==> src/dpect_defines.svh <==
`ifndef DPECT_DEFINES_SVH
`define DPECT_DEFINES_SVH

// ----------------------------------------------------------------------------
// Register indices (byte address is four times the index)
// ----------------------------------------------------------------------------
`define DPECT_IDX_A_RISE 8'h40
`define DPECT_IDX_A_FALL 8'h41
`define DPECT_IDX_B_RISE 8'h42
`define DPECT_IDX_B_FALL 8'h43
`define DPECT_IDX_CONFIG 8'h44
`define DPECT_IDX_FLAGS 8'h45
`define DPECT_IDX_IRQ_STATUS 8'h46
`define DPECT_IDX_IRQ_MASK 8'h47
`define DPECT_IDX_GLOBAL_EN 8'h48

// ----------------------------------------------------------------------------
// Field positions and reset values
// ----------------------------------------------------------------------------
`define DPECT_HOLD_BIT 7
`define DPECT_PRESCALE_LSB 4
`define DPECT_PRESCALE_MAX 3'h4
`define DPECT_CONFIG_RESET 8'h00
`define DPECT_FLAGS_RESET 4'h0
`define DPECT_CAPTURE_RESET 8'h00

// ----------------------------------------------------------------------------
// Timing
// ----------------------------------------------------------------------------
`define DPECT_TICK_NS 1000
`define DPECT_CLK_NS 40
`define DPECT_TICK_CYCLES (`DPECT_TICK_NS / `DPECT_CLK_NS)

`endif

==> src/dpect_pkg.sv <==
package dpect_pkg;

    // ------------------------------------------------------------------------
    // Capture configuration layout
    // ------------------------------------------------------------------------
    typedef struct packed {
        logic hold;
        logic [2:0] prescale;
        logic [3:0] intEnable;
    } dpect_cfg_type;

    // ------------------------------------------------------------------------
    // One bit per capture event, in status bit order
    // ------------------------------------------------------------------------
    typedef struct packed {
        logic bFall;
        logic bRise;
        logic aFall;
        logic aRise;
    } dpect_evt_type;

endpackage : dpect_pkg

==> src/dual_pin_edge_capture_timer.sv <==
`timescale 1ns/1ns
`include "dpect_defines.svh"

module dual_pin_edge_capture_timer (
    input wire logic clk,
    input wire logic reset,
    input wire logic [9:0] address,
    input wire logic read,
    input wire logic write,
    input wire logic [31:0] writedata,
    input wire logic [3:0] byteenable,
    output logic [31:0] readdata,
    output logic waitrequest,
    input wire logic [1:0] port0Pins,
    output logic captureIrq,
    output logic captureReqA,
    output logic captureReqB
);

    // ------------------------------------------------------------------------
    // Constants
    // ------------------------------------------------------------------------
    localparam logic [4:0] TICK_LAST = 5'(`DPECT_TICK_CYCLES - 1);
    localparam logic [11:0] TIMER_ONE = 12'h001;

    // ------------------------------------------------------------------------
    // Microsecond timer
    // ------------------------------------------------------------------------
    logic [4:0] tickCount_reg;
    logic [4:0] tickCount_next;
    logic [11:0] timer_reg;
    logic [11:0] timer_next;
    wire tickLast = (tickCount_reg == TICK_LAST);

    assign tickCount_next = tickLast ? 5'h00 : tickCount_reg + 5'h01;
    assign timer_next = tickLast ? timer_reg + TIMER_ONE : timer_reg;

    always_ff @(posedge clk) begin
        if (reset) begin
            tickCount_reg <= 5'h00;
            timer_reg <= 12'h000;
        end else begin
            tickCount_reg <= tickCount_next;
            timer_reg <= timer_next;
        end
    end

    // ------------------------------------------------------------------------
    // Pin synchroniser and edge detection
    // ------------------------------------------------------------------------
    logic [1:0] pinMeta_reg;
    logic [1:0] pinSync_reg;
    logic [1:0] pinLast_reg;
    dpect_pkg::dpect_evt_type evt;

    // Bit 0 of the pin group feeds channel A, bit 1 feeds channel B.
    always_ff @(posedge clk) begin
        if (reset) begin
            pinMeta_reg <= 2'h0;
            pinSync_reg <= 2'h0;
            pinLast_reg <= 2'h0;
        end else begin
            pinMeta_reg <= port0Pins;
            pinSync_reg <= pinMeta_reg;
            pinLast_reg <= pinSync_reg;
        end
    end

    assign evt.aRise = pinSync_reg[0] & ~pinLast_reg[0];
    assign evt.aFall = ~pinSync_reg[0] & pinLast_reg[0];
    assign evt.bRise = pinSync_reg[1] & ~pinLast_reg[1];
    assign evt.bFall = ~pinSync_reg[1] & pinLast_reg[1];

    // ------------------------------------------------------------------------
    // Prescaled timer slice
    // ------------------------------------------------------------------------
    dpect_pkg::dpect_cfg_type cfg_reg;
    dpect_pkg::dpect_cfg_type cfg_next;
    wire [2:0] shiftAmt = (cfg_reg.prescale > `DPECT_PRESCALE_MAX) ?
        `DPECT_PRESCALE_MAX : cfg_reg.prescale;
    wire [11:0] timerShifted = timer_reg >> shiftAmt;
    // Each step up to code 4 drops one more low bit, so the LSB weight doubles.
    wire [7:0] timerSlice = timerShifted[7:0];

    // ------------------------------------------------------------------------
    // Avalon slave decode
    // ------------------------------------------------------------------------
    logic waitrequest_reg;
    logic [31:0] readdata_reg;
    wire busReq = read | write;
    // Side effects happen at the edge where a new request is first seen.
    wire accept = busReq & waitrequest_reg;
    wire [7:0] regIdx = address[9:2];
    wire hitConfig = (regIdx == `DPECT_IDX_CONFIG);
    wire hitFlags = (regIdx == `DPECT_IDX_FLAGS);
    wire hitIrqStatus = (regIdx == `DPECT_IDX_IRQ_STATUS);
    wire hitIrqMask = (regIdx == `DPECT_IDX_IRQ_MASK);
    wire hitGlobalEn = (regIdx == `DPECT_IDX_GLOBAL_EN);
    wire [3:0] hitCapture;
    assign hitCapture[0] = (regIdx == `DPECT_IDX_A_RISE);
    assign hitCapture[1] = (regIdx == `DPECT_IDX_A_FALL);
    assign hitCapture[2] = (regIdx == `DPECT_IDX_B_RISE);
    assign hitCapture[3] = (regIdx == `DPECT_IDX_B_FALL);
    wire doWrite = accept & write & byteenable[0];
    wire [3:0] readCapture = {4{accept & read}} & hitCapture;
    wire [7:0] wrByte = writedata[7:0];

    // ------------------------------------------------------------------------
    // Configuration and interrupt control
    // ------------------------------------------------------------------------
    logic [1:0] irqStatus_reg;
    logic [1:0] irqStatus_next;
    logic [1:0] irqMask_reg;
    logic globalEn_reg;
    logic captureIrq_reg;
    logic captureReqA_reg;
    logic captureReqB_reg;
    wire [1:0] irqSet;
    wire [1:0] irqClear = (doWrite & hitIrqStatus) ? wrByte[1:0] : 2'h0;

    assign cfg_next = (doWrite & hitConfig) ? wrByte : cfg_reg;
    // Both events of a pin share one request line.
    assign irqSet[0] = |(evt[1:0] & cfg_reg.intEnable[1:0]);
    assign irqSet[1] = |(evt[3:2] & cfg_reg.intEnable[3:2]);
    // A new event wins over a clear arriving in the same cycle.
    assign irqStatus_next = irqSet | (irqStatus_reg & ~irqClear);
    wire irqPending = |(irqStatus_reg & irqMask_reg);

    always_ff @(posedge clk) begin
        if (reset) begin
            cfg_reg <= `DPECT_CONFIG_RESET;
            irqStatus_reg <= 2'h0;
            irqMask_reg <= 2'h0;
            globalEn_reg <= 1'b0;
        end else begin
            cfg_reg <= cfg_next;
            irqStatus_reg <= irqStatus_next;
            if (doWrite & hitIrqMask) begin
                irqMask_reg <= wrByte[1:0];
            end
            if (doWrite & hitGlobalEn) begin
                globalEn_reg <= wrByte[0];
            end
        end
    end

    always_ff @(posedge clk) begin
        if (reset) begin
            captureIrq_reg <= 1'b0;
            captureReqA_reg <= 1'b0;
            captureReqB_reg <= 1'b0;
        end else begin
            captureIrq_reg <= irqPending & globalEn_reg;
            captureReqA_reg <= irqStatus_reg[0] & globalEn_reg;
            captureReqB_reg <= irqStatus_reg[1] & globalEn_reg;
        end
    end

    // ------------------------------------------------------------------------
    // Capture channels
    // ------------------------------------------------------------------------
    logic [7:0] capData_reg [4];
    logic [3:0] flags_reg;
    logic [3:0] flags_next;
    logic [3:0] capLoad;

    // A read in the same cycle releases the hold so the new edge is kept.
    assign capLoad = evt & ({4{~cfg_reg.hold}} | ~flags_reg | readCapture);
    // A new edge wins over the clear caused by a read in the same cycle.
    assign flags_next = evt | (flags_reg & ~readCapture);

    always_ff @(posedge clk) begin
        if (reset) begin
            flags_reg <= `DPECT_FLAGS_RESET;
        end else begin
            flags_reg <= flags_next;
        end
    end

    for (genvar ch = 0; ch < 4; ch++) begin : gCapture
        // Writes never reach this register; only edges load it.
        always_ff @(posedge clk) begin
            if (reset) begin
                capData_reg[ch] <= `DPECT_CAPTURE_RESET;
            end else if (capLoad[ch]) begin
                capData_reg[ch] <= timerSlice;
            end
        end
    end

    // ------------------------------------------------------------------------
    // Read data and wait request
    // ------------------------------------------------------------------------
    wire [7:0] readMux =
        hitCapture[0] ? capData_reg[0] :
        hitCapture[1] ? capData_reg[1] :
        hitCapture[2] ? capData_reg[2] :
        hitCapture[3] ? capData_reg[3] :
        hitConfig ? cfg_reg :
        hitFlags ? {4'h0, flags_reg} :
        hitIrqStatus ? {6'h00, irqStatus_reg} :
        hitIrqMask ? {6'h00, irqMask_reg} :
        hitGlobalEn ? {7'h00, globalEn_reg} :
        8'h00;

    always_ff @(posedge clk) begin
        if (reset) begin
            waitrequest_reg <= 1'b1;
            readdata_reg <= 32'h0000_0000;
        end else begin
            waitrequest_reg <= ~accept;
            readdata_reg <= (accept & read) ? {24'h00_0000, readMux} :
                32'h0000_0000;
        end
    end

    assign readdata = readdata_reg;
    assign waitrequest = waitrequest_reg;
    assign captureIrq = captureIrq_reg;
    assign captureReqA = captureReqA_reg;
    assign captureReqB = captureReqB_reg;

    // ------------------------------------------------------------------------
    // Assertions
    // ------------------------------------------------------------------------
    pin_edge_sync_a: assert property (
        @(posedge clk) disable iff (reset)
        evt.aRise |-> $past(port0Pins[0], 2) && !$past(port0Pins[0], 3)
    ) else $error("Channel A rise not two syncs after pin 0 rose.");

    pin_b_sync_a: assert property (
        @(posedge clk) disable iff (reset)
        evt.bFall |-> !$past(port0Pins[1], 2) && $past(port0Pins[1], 3)
    ) else $error("Channel B fall not two syncs after pin 1 fell.");

    capture_value_a: assert property (
        @(posedge clk) disable iff (reset)
        evt.aFall && !cfg_reg.hold |=> capData_reg[1] == $past(timerSlice)
    ) else $error("Falling edge on A did not capture the timer slice.");

    capture_readonly_a: assert property (
        @(posedge clk) disable iff (reset)
        doWrite && hitCapture[2] && !evt.bRise |=>
            capData_reg[2] == $past(capData_reg[2])
    ) else $error("Write changed a capture data register.");

    prescale_slice_a: assert property (
        @(posedge clk) disable iff (reset)
        cfg_reg.prescale == 3'h3 |-> timerSlice == timer_reg[10:3]
    ) else $error("Prescale code 3 did not select timer bits 10:3.");

    prescale_reserved_a: assert property (
        @(posedge clk) disable iff (reset)
        cfg_reg.prescale > 3'h4 |-> timerSlice == timer_reg[11:4]
    ) else $error("Reserved prescale code did not behave as code 4.");

    slice_weight_a: assert property (
        @(posedge clk) disable iff (reset)
        cfg_reg.prescale == 3'h0 && tickLast && timer_reg[7:0] != 8'hff &&
            !(doWrite && hitConfig) |=>
            timerSlice == $past(timerSlice) + 8'h01
    ) else $error("Slice at code 0 did not step by one per microsecond.");

    timer_tick_a: assert property (
        @(posedge clk) disable iff (reset)
        !tickLast |=> $stable(timer_reg)
    ) else $error("Timer advanced between microsecond ticks.");

    tick_period_a: assert property (
        @(posedge clk) disable iff (reset)
        tickLast |=> !tickLast [*8] ##16 !tickLast ##1 tickLast
    ) else $error("Microsecond tick period is not 25 cycles.");

    flag_set_a: assert property (
        @(posedge clk) disable iff (reset)
        evt.bFall |=> flags_reg[3]
    ) else $error("B falling edge did not set its flag.");

    read_clear_a: assert property (
        @(posedge clk) disable iff (reset)
        readCapture[0] && evt == 4'h0 |=>
            !flags_reg[0] && flags_reg[3:1] == $past(flags_reg[3:1])
    ) else $error("Read of A rise data cleared the wrong flags.");

    hold_keep_a: assert property (
        @(posedge clk) disable iff (reset)
        cfg_reg.hold && flags_reg[0] && evt.aRise && !readCapture[0] |=>
            $stable(capData_reg[0])
    ) else $error("Held capture was overwritten before a read.");

    hold_global_a: assert property (
        @(posedge clk) disable iff (reset)
        cfg_reg.hold && flags_reg[3] && evt.bFall && !readCapture[3] |=>
            $stable(capData_reg[3])
    ) else $error("Hold did not apply to the B fall register.");

    overwrite_a: assert property (
        @(posedge clk) disable iff (reset)
        !cfg_reg.hold && flags_reg[2] && evt.bRise |=>
            capData_reg[2] == $past(timerSlice)
    ) else $error("Without hold a later edge did not overwrite.");

    irq_merge_a: assert property (
        @(posedge clk) disable iff (reset)
        evt.aFall && cfg_reg.intEnable[1] |=> irqStatus_reg[0]
    ) else $error("Enabled A event did not raise the A request.");

    irq_enable_a: assert property (
        @(posedge clk) disable iff (reset)
        !irqStatus_reg[1] && cfg_reg.intEnable[3:2] == 2'h0 &&
            !(doWrite && hitConfig) |=> !irqStatus_reg[1]
    ) else $error("Disabled B events raised the B request.");

    irq_gate_a: assert property (
        @(posedge clk) disable iff (reset)
        captureIrq_reg |-> $past(globalEn_reg) && $past(irqPending)
    ) else $error("Interrupt forwarded without global enable.");

    reset_zero_a: assert property (
        @(posedge clk)
        $past(reset) |-> cfg_reg == 8'h00 && flags_reg == 4'h0 &&
            capData_reg[0] == 8'h00 && capData_reg[3] == 8'h00
    ) else $error("Registers not zero after reset.");

    bus_answer_a: assert property (
        @(posedge clk) disable iff (reset)
        accept |=> !waitrequest_reg ##1 waitrequest_reg
    ) else $error("Bus answer did not come one cycle after the request.");

endmodule : dual_pin_edge_capture_timer

==> config.mk <==
export PLATFORM = sky130hd
export DESIGN_NAME = dual_pin_edge_capture_timer
export DESIGN_NICKNAME = d
export VERILOG_FILES = /design/src/dpect_pkg.sv /design/src/dual_pin_edge_capture_timer.sv
export VERILOG_INCLUDE_DIRS = /design/src
export SDC_FILE = /design/constraint.sdc
export NUM_CORES = 1
export LEC_CHECK = 0
export BUFFER_PORTS_ARGS = -buffer_cell sky130_fd_sc_hd__buf_2
export CORE_MARGIN = 2
export CORE_UTILIZATION = 54
export DETAILED_ROUTE_END_ITERATION = 8
export PLACE_DENSITY = 0.9
export SYNTH_ARGS = -nofsm -noshare
export SYNTH_HDL_FRONTEND = slang
export SYNTH_SLANG_ARGS = --single-unit
==> constraint.sdc <==
create_clock -name clk -period 2.95 [get_ports clk]
set_input_delay 0.59 -clock clk [delete_from_list [all_inputs] [get_ports clk]]
set_output_delay 0.59 -clock clk [all_outputs]
set_load 0.01 [all_outputs]
### Word-level counts from Yosys, hierarchy flattened

Memories as Yosys holds them, arrays and structs flattened.
Cells that the tools add are included.

| word-level totals | value |
|---|---|
| word-level logic and storage cells | 108 |
| bits of input ports | 52 |
| output and inout bits | 36 |
| memories kept | 1 |
| bits in registers | 76 |
| RAM bits | 32 |

Memory list:

| name | words | bits a word | rd ports | clocked after memory_dff | wr ports | RTL line | source |
|---|---|---|---|---|---|---|---|
| capData_reg | 4 | 8 | 4 | 0 | 4 | dual_pin_edge_capture_timer.sv:162 | `logic [7:0] capData_reg [4];` |

| operators by class | value |
|---|---|
| add/sub/neg operators | 2 |
| equal/unequal tests | 10 |
| muxes and demuxes | 29 |
| reduce and logical (&&, ||, !) cells | 5 |
| order comparisons | 1 |
| bitwise operators | 41 |
| shifts and indexed selects | 1 |

Operators with widths:

| operator | count |
|---|---|
| $eq A8 B7 Y1 const B | 9 |
| $mux W8 | 9 |
| $and A1 B1 Y1 | 15 |
| $mux W1 | 15 |
| $add A12 B1 Y12 const B | 1 |
| $and A4 B4 Y4 | 3 |
| $or A4 B4 Y4 | 3 |
| $shr A12 B3 Y8 | 1 |
| $reduce_or A2 Y1 | 5 |
| $and A2 B2 Y2 | 4 |
| $not A4 Y4 | 2 |
| $not A1 Y1 | 7 |
| $mux W2 | 3 |
| $add A5 B1 Y5 const B | 1 |
| $eq A5 B5 Y1 const B | 1 |
| $or A1 B1 Y1 | 5 |
| $mux W4 | 1 |
| $gt A3 B3 Y1 const B | 1 |
| $mux W3 | 1 |
| $not A2 Y2 | 1 |
| $or A2 B2 Y2 | 1 |

### Longest topological paths before layout

Gate-level depths: netlist of run 1.

| depth | value |
|---|---|
| depth after elaboration | 10 |
| gate-level depth with buffers | 9 |

### Worst setup path after synthesis of run 1

No wires, ideal clock.

| timing path | value |
|---|---|
| path type | in2reg |
| start | in address[9] |
| end | mem capData_reg[3][0], enable pin |
| arrival time | 2.266 ns |
| cell stages on the path | 5 |
| data required time | 2.621 ns |
| buffers on the path | 1 |
| setup time | 0.329 ns |
| setup slack | 0.354 ns |
| path through | or4b_1 -> buf_6 -> or4_4 -> a31oi_2 -> or2_1 |

RTL lines:

| item | RTL line | source |
|---|---|---|
| start, declared | dual_pin_edge_capture_timer.sv:7 | `input wire logic [9:0] address,` |
| end, declared | dual_pin_edge_capture_timer.sv:162 |  |

==> results.json, run 1 <==
{
  "rsz0062_at_grt": "false",
  "ios": 88,
  "min_path_type": "reg -> reg",
  "timing.setup.tns_ns": 0,
  "postCtsHoldBufs": 0,
  "hold_slack_ns": 0.441,
  "clock-sinks": 84,
  "slowest_delay_ns": 0.63,
  "cp_cell_sequence": "buf_2 -> or4b_1 -> or4_4 -> a31oi_2 -> or2_1",
  "p_leak_uw": 0.00165,
  "drt_first_pass_iters": 5,
  "cts_tree": "done",
  "cts_setup_buffers": 0,
  "postRouteWirelength_um": 8270,
  "vias": 3154,
  "start_kind": "input port",
  "finClkSkew_ns": 0.00875,
  "ir_drop_uv": 258,
  "drt_iter0_drc": 294,
  "synth_common_cells": "65 x nor2_1, 52 x dfxtp_1, 40 x nand2_1, 33 x a21oi_1, 32 x edfxtp_1",
  "drive_gt1_frac": 0.157,
  "htree_levels": 3,
  "seq_area_um2": 2000,
  "drtAntennaViolNets": 0,
  "multiInputGateArea_um2": 1860,
  "synth_mux_area_frac": 0.0654,
  "syn_to_final_growth_pct": 8.70,
  "synth_fa_ha_area_frac": 0.00916,
  "finalCritPeriodShare": 0.827,
  "max_freq_ghz": 0.410,
  "yosysTopAreaCell": "dfxtp_1",
  "cts_resized": 0,
  "slowest_stage": "or4b_1",
  "initial_core_util": 0.562,
  "finalMaxSlewViolations": 0,
  "core-area_um2": 7290,
  "timing.final.ws_setup_ns": 0.511,
  "grt.overflow.total": 0,
  "grt.total_usage": 0.210,
  "synth.most_common_cell": "nor2_1",
  "fin_crit_ns": 2.44,
  "n_antenna_cell": 0,
  "max-slew-margin-rel": 0.538,
  "rows": 31,
  "clk_latency_ns": 0.35,
  "synth_edf_count": 32,
  "status": "complete, no violations",
  "ys_ff_latch": 84,
  "synth_cells": 434,
  "drc": 0,
  "synth-compound-area-share": 0.109,
  "nets": 516,
  "ys_dominant_reg_cell": "dfxtp_1",
  "arrival_ns": 2.47,
  "finalSetupViolCount": 0,
  "largest_reg_flops": 32,
  "cap_violations": 0,
  "p_per_area_nw_per_um2": 501,
  "cp.required_ns": 2.98,
  "yosys-top-cells-area": "dfxtp_1 25%, edfxtp_1 23%, nor2_1 6.0%",
  "ys_async_sr_fraction": 0,
  "synth_area_per_cell_um2": 9.44,
  "grt_pass1_wl_um": 13900,
  "drt-wirelength-per-cell_um": 14.6,
  "ys_warn_count": 0,
  "cts_root_buffer": "clkbuf_8",
  "synth-simple-area-share": 0.219,
  "cp_max_fo": 8,
  "io_buffers": 34,
  "die_x_um": 91.1,
  "synth_area_um2": 4100,
  "cts_buffers": 9,
  "synth_top_area_frac": 0.254,
  "gp_congestion": 0.879,
  "tightest_slew_ns": 0.692,
  "viasPerCell": 5.58,
  "cts_buffer_depth": 2,
  "hpwl_um": 5970,
  "grt_max_degree": 25,
  "grt_pass1_vias": 2963,
  "hold_viol": 0,
  "ys_types": 51,
  "yosysSeqAreaShare": 0.489,
  "die_y_um": 91.1,
  "synth_xor_area_frac": 0.0299,
  "synth_top_family_by_area": "simple AND/OR/NAND/NOR gates",
  "nFillCells": 615,
  "clkTransAtPathRegs_ns": 0.08,
  "dieArea_um2": 8300,
  "antenna_found_initial": 0,
  "preCtsSetupSlack_ns": 0.152,
  "cp-end-kind": "flip-flop",
  "critPathKind": "in -> reg"
}
## where the power goes
group          internal [uW]  leakage (uW)  switching [uW]
Clock                    439      0.000107             408
Combinational           46.8      0.000789            91.9
Sequential              1230      0.000755            14.1
Total                   1720       0.00165             514
## critical path, delay by kind of cell
family | cells | cell delay [ns]
simple gates | 3 | 1.54
compound gates | 1 | 0.24
buf+inv | 1 | 0.09
## area by class of cell
cell class,instances,area share
sequential,84,0.450
inverter,7,0.00590
clock inverter,6,0.0138
multi-input combinational,317,0.418
timing repair buffer,42,0.0517
tap,99,0.0278
clock buffer,10,0.0334
## per-layer routing
metal | global-route usage | part of all wire | up-vias
met3 | 0.0589 | 0.093 | 21
met5 | 0 | 0 | -
li1 | - | - | 1511
met4 | 0.0896 | 0.020 | 0
met2 | 0.346 | 0.49 | 167
met1 | 0.257 | 0.40 | 1455
## layout by cell type, fill, tap and decap left out, drive strengths merged, types with 2 or more instances in the layout
| master | n |
|---|---|
| and3 | 6 |
| a31oi | 3 |
| conb | 24 |
| nand2 | 42 |
| nand4 | 2 |
| mux4 | 3 |
| or3 | 3 |
| o211ai | 2 |
| edfxtp | 32 |
| a21oi | 33 |
| clkinv | 4 |
| xor2 | 10 |
| and4 | 2 |
| clkbuf | 10 |
| inv | 7 |
| nor2b | 19 |
| nor2 | 66 |
| nand2b | 13 |
| buf | 42 |
| nand3b | 3 |
| o21ai | 12 |
| mux2i | 20 |
| a211oi | 12 |
| o22ai | 5 |
| ha | 3 |
| nor3 | 2 |
| nand3 | 9 |
| or4 | 2 |
| or2 | 5 |
| dfxtp | 52 |
| xnor2 | 4 |
## per-stage QoR
stage	power, uW	std cells	utilization	cell area [um^2]
floorplan	1380	457	-	4180
global placement	1400	549	0.582	4240
detailed placement	1410	549	0.582	4240
CTS	2240	565	0.611	4450
global route	2320	565	0.611	4450
finish	2230	565	0.611	4450
## logic make-up after synthesis
logic type	count (synthesis)
adder cells (fa/ha/maj)	3
AND/OR/NAND/NOR	179
buffers and inverters	56
AO/OA/AOI/OAI	74
XOR/XNOR	14
flip-flops	84
multiplexers	23
other	1
## path summary, 6_finish.rpt
path / start / end / cells past startpoint / slack (ns)
setup reg to reg: cfg_reg[6] / capData_reg[0][6] / 5 / 0.71
setup / recovery: address[9] / capData_reg[3][6] / 5 / 0.51
hold reg to reg: pinMeta_reg[1] / pinSync_reg[1] / 1 / 0.44
hold / removal: pinMeta_reg[1] / pinSync_reg[1] / 1 / 0.44
No activity file was read; power rests on OpenSTA's default activity.
==> inputs of run 2 (changes only) <==
clock period = 2.5 ns   (was 2.95 ns; I/O delays follow)
==> run 2 against run 1 <==
Routed wire length is 0.19% higher. Critical path depth unchanged. Die area unchanged. Combinational power up 24%. Clock skew increased by 0.0049 ns. Core utilization grew 0.57 points. Register-to-register slack got worse by 0.28 ns. Global-route usage is 0.072 points higher. Cell count is 0.88% higher. Sequential share of layout area fell by 0.41 points. Setup slack got worse by 0.25 ns. Critical endpoint is now capData_reg[2][4]. Largest power group unchanged.
==> results.json, run 2 (synthesized netlist as in run 1, its figures left out) <==
{
  "largest_reg_flops": 32,
  "p_clk_frac": 0.367,
  "clock-sinks": 84,
  "cts_root_buffer": "clkbuf_8",
  "cts_resized": 0,
  "status": "complete, no violations",
  "fin_crit_ns": 2.24,
  "p_per_area_nw_per_um2": 577,
  "clkTransAtPathRegs_ns": 0.09,
  "finalInstanceArea_um2": 4490,
  "die_y_um": 91.1,
  "hold_slack_ns": 0.346,
  "finalSetupViolCount": 0,
  "r2r_setup_slack_ns": 0.43,
  "ios": 88,
  "drt_first_pass_iters": 5,
  "max_freq_ghz": 0.447,
  "cp-end-kind": "flip-flop",
  "cts_buffers": 9,
  "power_switching_uw": 646,
  "gp_congestion": 0.875,
  "reg2reg_to": "capData_reg[0][6]",
  "cts_tree": "done",
  "postCtsHoldBufs": 0,
  "cts_buffer_depth": 2,
  "tightest_slew_ns": 0.566,
  "ir_drop_uv": 434,
  "finalCritPeriodShare": 0.896,
  "rows": 31,
  "grt_pass1_wl_um": 14000,
  "htree_levels": 3,
  "seq_power_share": 0.566,
  "p_leak_uw": 0.00167,
  "drtAntennaViolNets": 0,
  "grt.overflow.total": 0,
  "final_cells": 570,
  "drt_iter0_drc": 278,
  "core-area_um2": 7290,
  "start_kind": "input port",
  "place_inst": 554,
  "holdCritStartpoint": "port0Pins[0]",
  "vias": 3174,
  "finClkSkew_ns": 0.0137,
  "mostFrequentLayoutCells": "65 x nor2_1, 52 x dfxtp_1, 40 x nand2_1, 34 x buf_2, 33 x a21oi_1",
  "hold_end": "pinMeta_reg[0]",
  "initial_core_util": 0.562,
  "cap_violations": 0,
  "postRouteWirelength_um": 8290,
  "reg2reg_from": "cfg_reg[4]",
  "grt.total_usage": 0.210,
  "clk_latency_ns": 0.36,
  "cp.required_ns": 2.56,
  "die_x_um": 91.1,
  "drive_gt1_frac": 0.168,
  "postPlaceCellArea_um2": 4300,
  "final_util": 0.616,
  "io_buffers": 34,
  "antenna_found_initial": 0,
  "switching_share": 0.249,
  "r2r_cells": 6,
  "final_common_cell": "nor2_1",
  "grt_max_degree": 36,
  "grt_pass1_vias": 2936,
  "viasPerCell": 5.57,
  "critPathKind": "in -> reg",
  "nets": 521,
  "rsz0062_at_grt": "false",
  "p_int_uw": 1950,
  "syn_to_final_growth_pct": 9.71,
  "finalMaxSlewViolations": 0,
  "max-slew-margin-rel": 0.618,
  "min_path_cells": 2,
  "n_antenna_cell": 0,
  "min_path_type": "in -> reg",
  "dieArea_um2": 8300,
  "hpwl_um": 6010,
  "cts_setup_buffers": 0,
  "pwr-share-comb": 0.067,
  "drc": 0,
  "drt-wirelength-per-cell_um": 14.5,
  "cp_max_fo": 8,
  "arrival_ns": 2.30,
  "hold_viol": 0
}
run 2: power groups by stage:
stage                     combinational (uW)  clock [uW]  sequential (uW)
after floorplan                          140           0             1500
after global placement                   161           0             1500
after detailed placement                 167           0             1500
after CTS                                170         961             1470
after global routing                     189        1030             1470
final                                    173         950             1470
run 2: final cells by class:
cell class,count,area (um^2)
Fill cell,569,2800
Sequential cell,84,2000
Multi-Input combinational cell,317,1860
Timing Repair Buffer,47,280
Clock buffer,10,149
Tap cell,99,124
Clock inverter,6,50.0
Inverter,7,26.3
run 2: per-stage QoR:
stage               setup slack [ns]  power [uW]  TNS [ns]
finish                         0.260        2590         0
CTS                            0.277        2600         0
detailed placement            -0.100        1670     -1.74
global route                   0.180        2690         0
floorplan                     0.0110        1640         0
global placement             -0.0554        1660    -0.930
run 2: routing by layer:
metal	global-route usage	up-vias	share of wire
li1	-	1516	-
met1	0.266	1486	0.42
met2	0.354	158	0.48
met3	0.0631	14	0.085
met4	0.0518	0	0.010
met5	0	-	0
run 2: worst max-delay path: stages:
cell and delay (ns):
buf_2 0.09, or4b_1 0.64, or4_4 0.54, a31oi_1 0.24, or2_2 0.28
run 2: worst max-delay path by stage:
stage | slack [ns] | startpoint | to | depth (start not counted)
finish | 0.26 | address[9] | capData_reg[2][4] | 5
global route | 0.18 | address[9] | cfg_reg[6] | 8
CTS | 0.28 | address[9] | cfg_reg[5] | 8
detailed placement | -0.10 | address[9] | capData_reg[2][5] | 5
global placement | -0.06 | address[9] | capData_reg[2][4] | 5
floorplan | 0.01 | address[9] | capData_reg[0][0] | 5
==> inputs of run 3 (changes only) <==
CELL_PAD_IN_SITES_DETAIL_PLACEMENT = 2   (was default)
CELL_PAD_IN_SITES_GLOBAL_PLACEMENT = 2   (was default)
CORE_UTILIZATION = 33   (was 54)
==> run 3 against run 2 <==
Routed wire length increased by 45%. Critical path depth unchanged. Die area rose by 61%. Register-to-register slack lost 0.06 ns. Via count rose by 2.4%. Core utilization down 23 points. Largest cell class unchanged. Critical path type unchanged. Critical endpoint unchanged. Non-clock buffer count is 2 higher.
==> results.json, run 3 (synthesized netlist as in run 1, its figures left out) <==
{
  "ir_drop_uv": 273,
  "hold_viol": 0,
  "grt_max_degree": 29,
  "clkTransAtPathRegs_ns": 0.06,
  "grt.overflow.total": 0,
  "dieArea_um2": 13300,
  "postCtsHoldBufs": 0,
  "die_y_um": 115,
  "cap_violations": 0,
  "clk_latency_ns": 0.35,
  "initial_core_util": 0.340,
  "grt.total_usage": 0.191,
  "largest_reg_flops": 32,
  "cp_max_fo": 8,
  "final_common_cell": "nor2_1",
  "crit_family": "simple AND/OR/NAND/NOR gates",
  "clock-sinks": 84,
  "finClkSkew_ns": 0.00944,
  "drt_iter0_drc": 204,
  "cp_cell_sequence": "buf_2 -> or4b_1 -> or4_4 -> a31oi_1 -> or2_2",
  "nets": 523,
  "finalPower_uw": 2930,
  "seq_area_um2": 2000,
  "n_antenna_cell": 0,
  "syn_to_final_growth_pct": 14.1,
  "cp.required_ns": 2.53,
  "grt_pass1_wl_um": 19200,
  "antenna_found_initial": 0,
  "max_freq_ghz": 0.418,
  "timing.setup.tns_ns": 0,
  "cts_buffer_depth": 2,
  "worst-path-buf-inv": 1,
  "drt-wirelength-per-cell_um": 18.7,
  "p_leak_uw": 0.00172,
  "core-area_um2": 12100,
  "rsz0062_at_grt": "false",
  "htree_levels": 3,
  "io_buffers": 34,
  "hpwl_um": 8750,
  "drtAntennaViolNets": 0,
  "postRouteWirelength_um": 12000,
  "viasPerCell": 5.07,
  "cts_setup_buffers": 0,
  "min_path_type": "in -> reg",
  "p_per_area_nw_per_um2": 627,
  "start_kind": "input port",
  "cts_resized": 0,
  "drive_gt1_frac": 0.167,
  "nFillCells": 1325,
  "status": "complete, no violations",
  "timing.final.ws_setup_ns": 0.107,
  "finalSetupViolCount": 0,
  "cts_root_buffer": "clkbuf_16",
  "drc": 0,
  "cts_buffers": 9,
  "gp_congestion": 0.781,
  "fin_crit_ns": 2.39,
  "critPathKind": "in -> reg",
  "finalInstanceArea_um2": 4670,
  "arrival_ns": 2.43,
  "grt_pass1_vias": 3479,
  "postPlaceCellArea_um2": 4400,
  "tightest_slew_ns": 0.692,
  "drt_first_pass_iters": 5,
  "mostFrequentLayoutCells": "65 x nor2_1, 52 x dfxtp_1, 40 x nand2_1, 34 x buf_2, 33 x a21oi_1",
  "rows": 40,
  "finalCritPeriodShare": 0.957,
  "ios": 88,
  "preCtsSetupSlack_ns": -0.219,
  "vias": 3250,
  "cts_tree": "done",
  "cp-end-kind": "flip-flop",
  "slowest_delay_ns": 0.66,
  "slowest_stage": "or4b_1",
  "finalMaxSlewViolations": 0,
  "max-slew-margin-rel": 0.538,
  "multiInputGateArea_um2": 1860,
  "die_x_um": 115
}
-- run 3: changes by cell type in the layout (fill, tap and decap cells not counted) --
cell	previous run	this run
clkinv_4	1	2
buf_4	12	14
clkbuf_8	9	1
clkinv_2	0	1
clkbuf_16	1	9
clkinv_1	0	2
inv_6	3	1
clkinvlp_4	2	0
-- run 3: final timing paths --
check	from	end	slack, ns	cells after the start
setup reg to reg	waitrequest	capData_reg[2][4]	0.37	4
hold / removal	port0Pins[1]	pinMeta_reg[1]	0.36	2
hold reg to reg	pinMeta_reg[0]	pinSync_reg[0]	0.44	1
setup / recovery	address[9]	capData_reg[2][4]	0.11	5
-- run 3: area by class of cell --
type,instances,share of cell area
sequential,84,0.428
inverter,7,0.00562
multi-input combinational,317,0.399
tap,168,0.0450
clock buffer,10,0.0511
clock inverter,6,0.00830
timing repair buffer,49,0.0632
-- run 3: where the power goes --
group	leakage, uW	switching (uW)	internal (uW)	total, uW
Sequential	0.000755	19.2	1450	1470
Combinational	0.000829	123	60.6	184
Clock	0.000138	575	699	1270
Total	0.00172	717	2210	2930
-- run 3: through the flow --
stage | util | instances | hold WS [ns]
4_1_cts | 0.388 | 641 | 0.349
2_1_floorplan | - | 457 | 0.414
3_5_place_dp | 0.365 | 625 | 0.431
3_3_place_gp | 0.365 | 625 | 0.427
6_report | 0.388 | 641 | 0.357
5_1_grt | 0.388 | 641 | 0.398
-- run 3: routing by layer --
layer / wire length, um / track usage
met1: 4880 / 0.216
met2: 6270 / 0.343
met3: 471 / 0.0460
met4: 377 / 0.0827
met5: 0 / 0
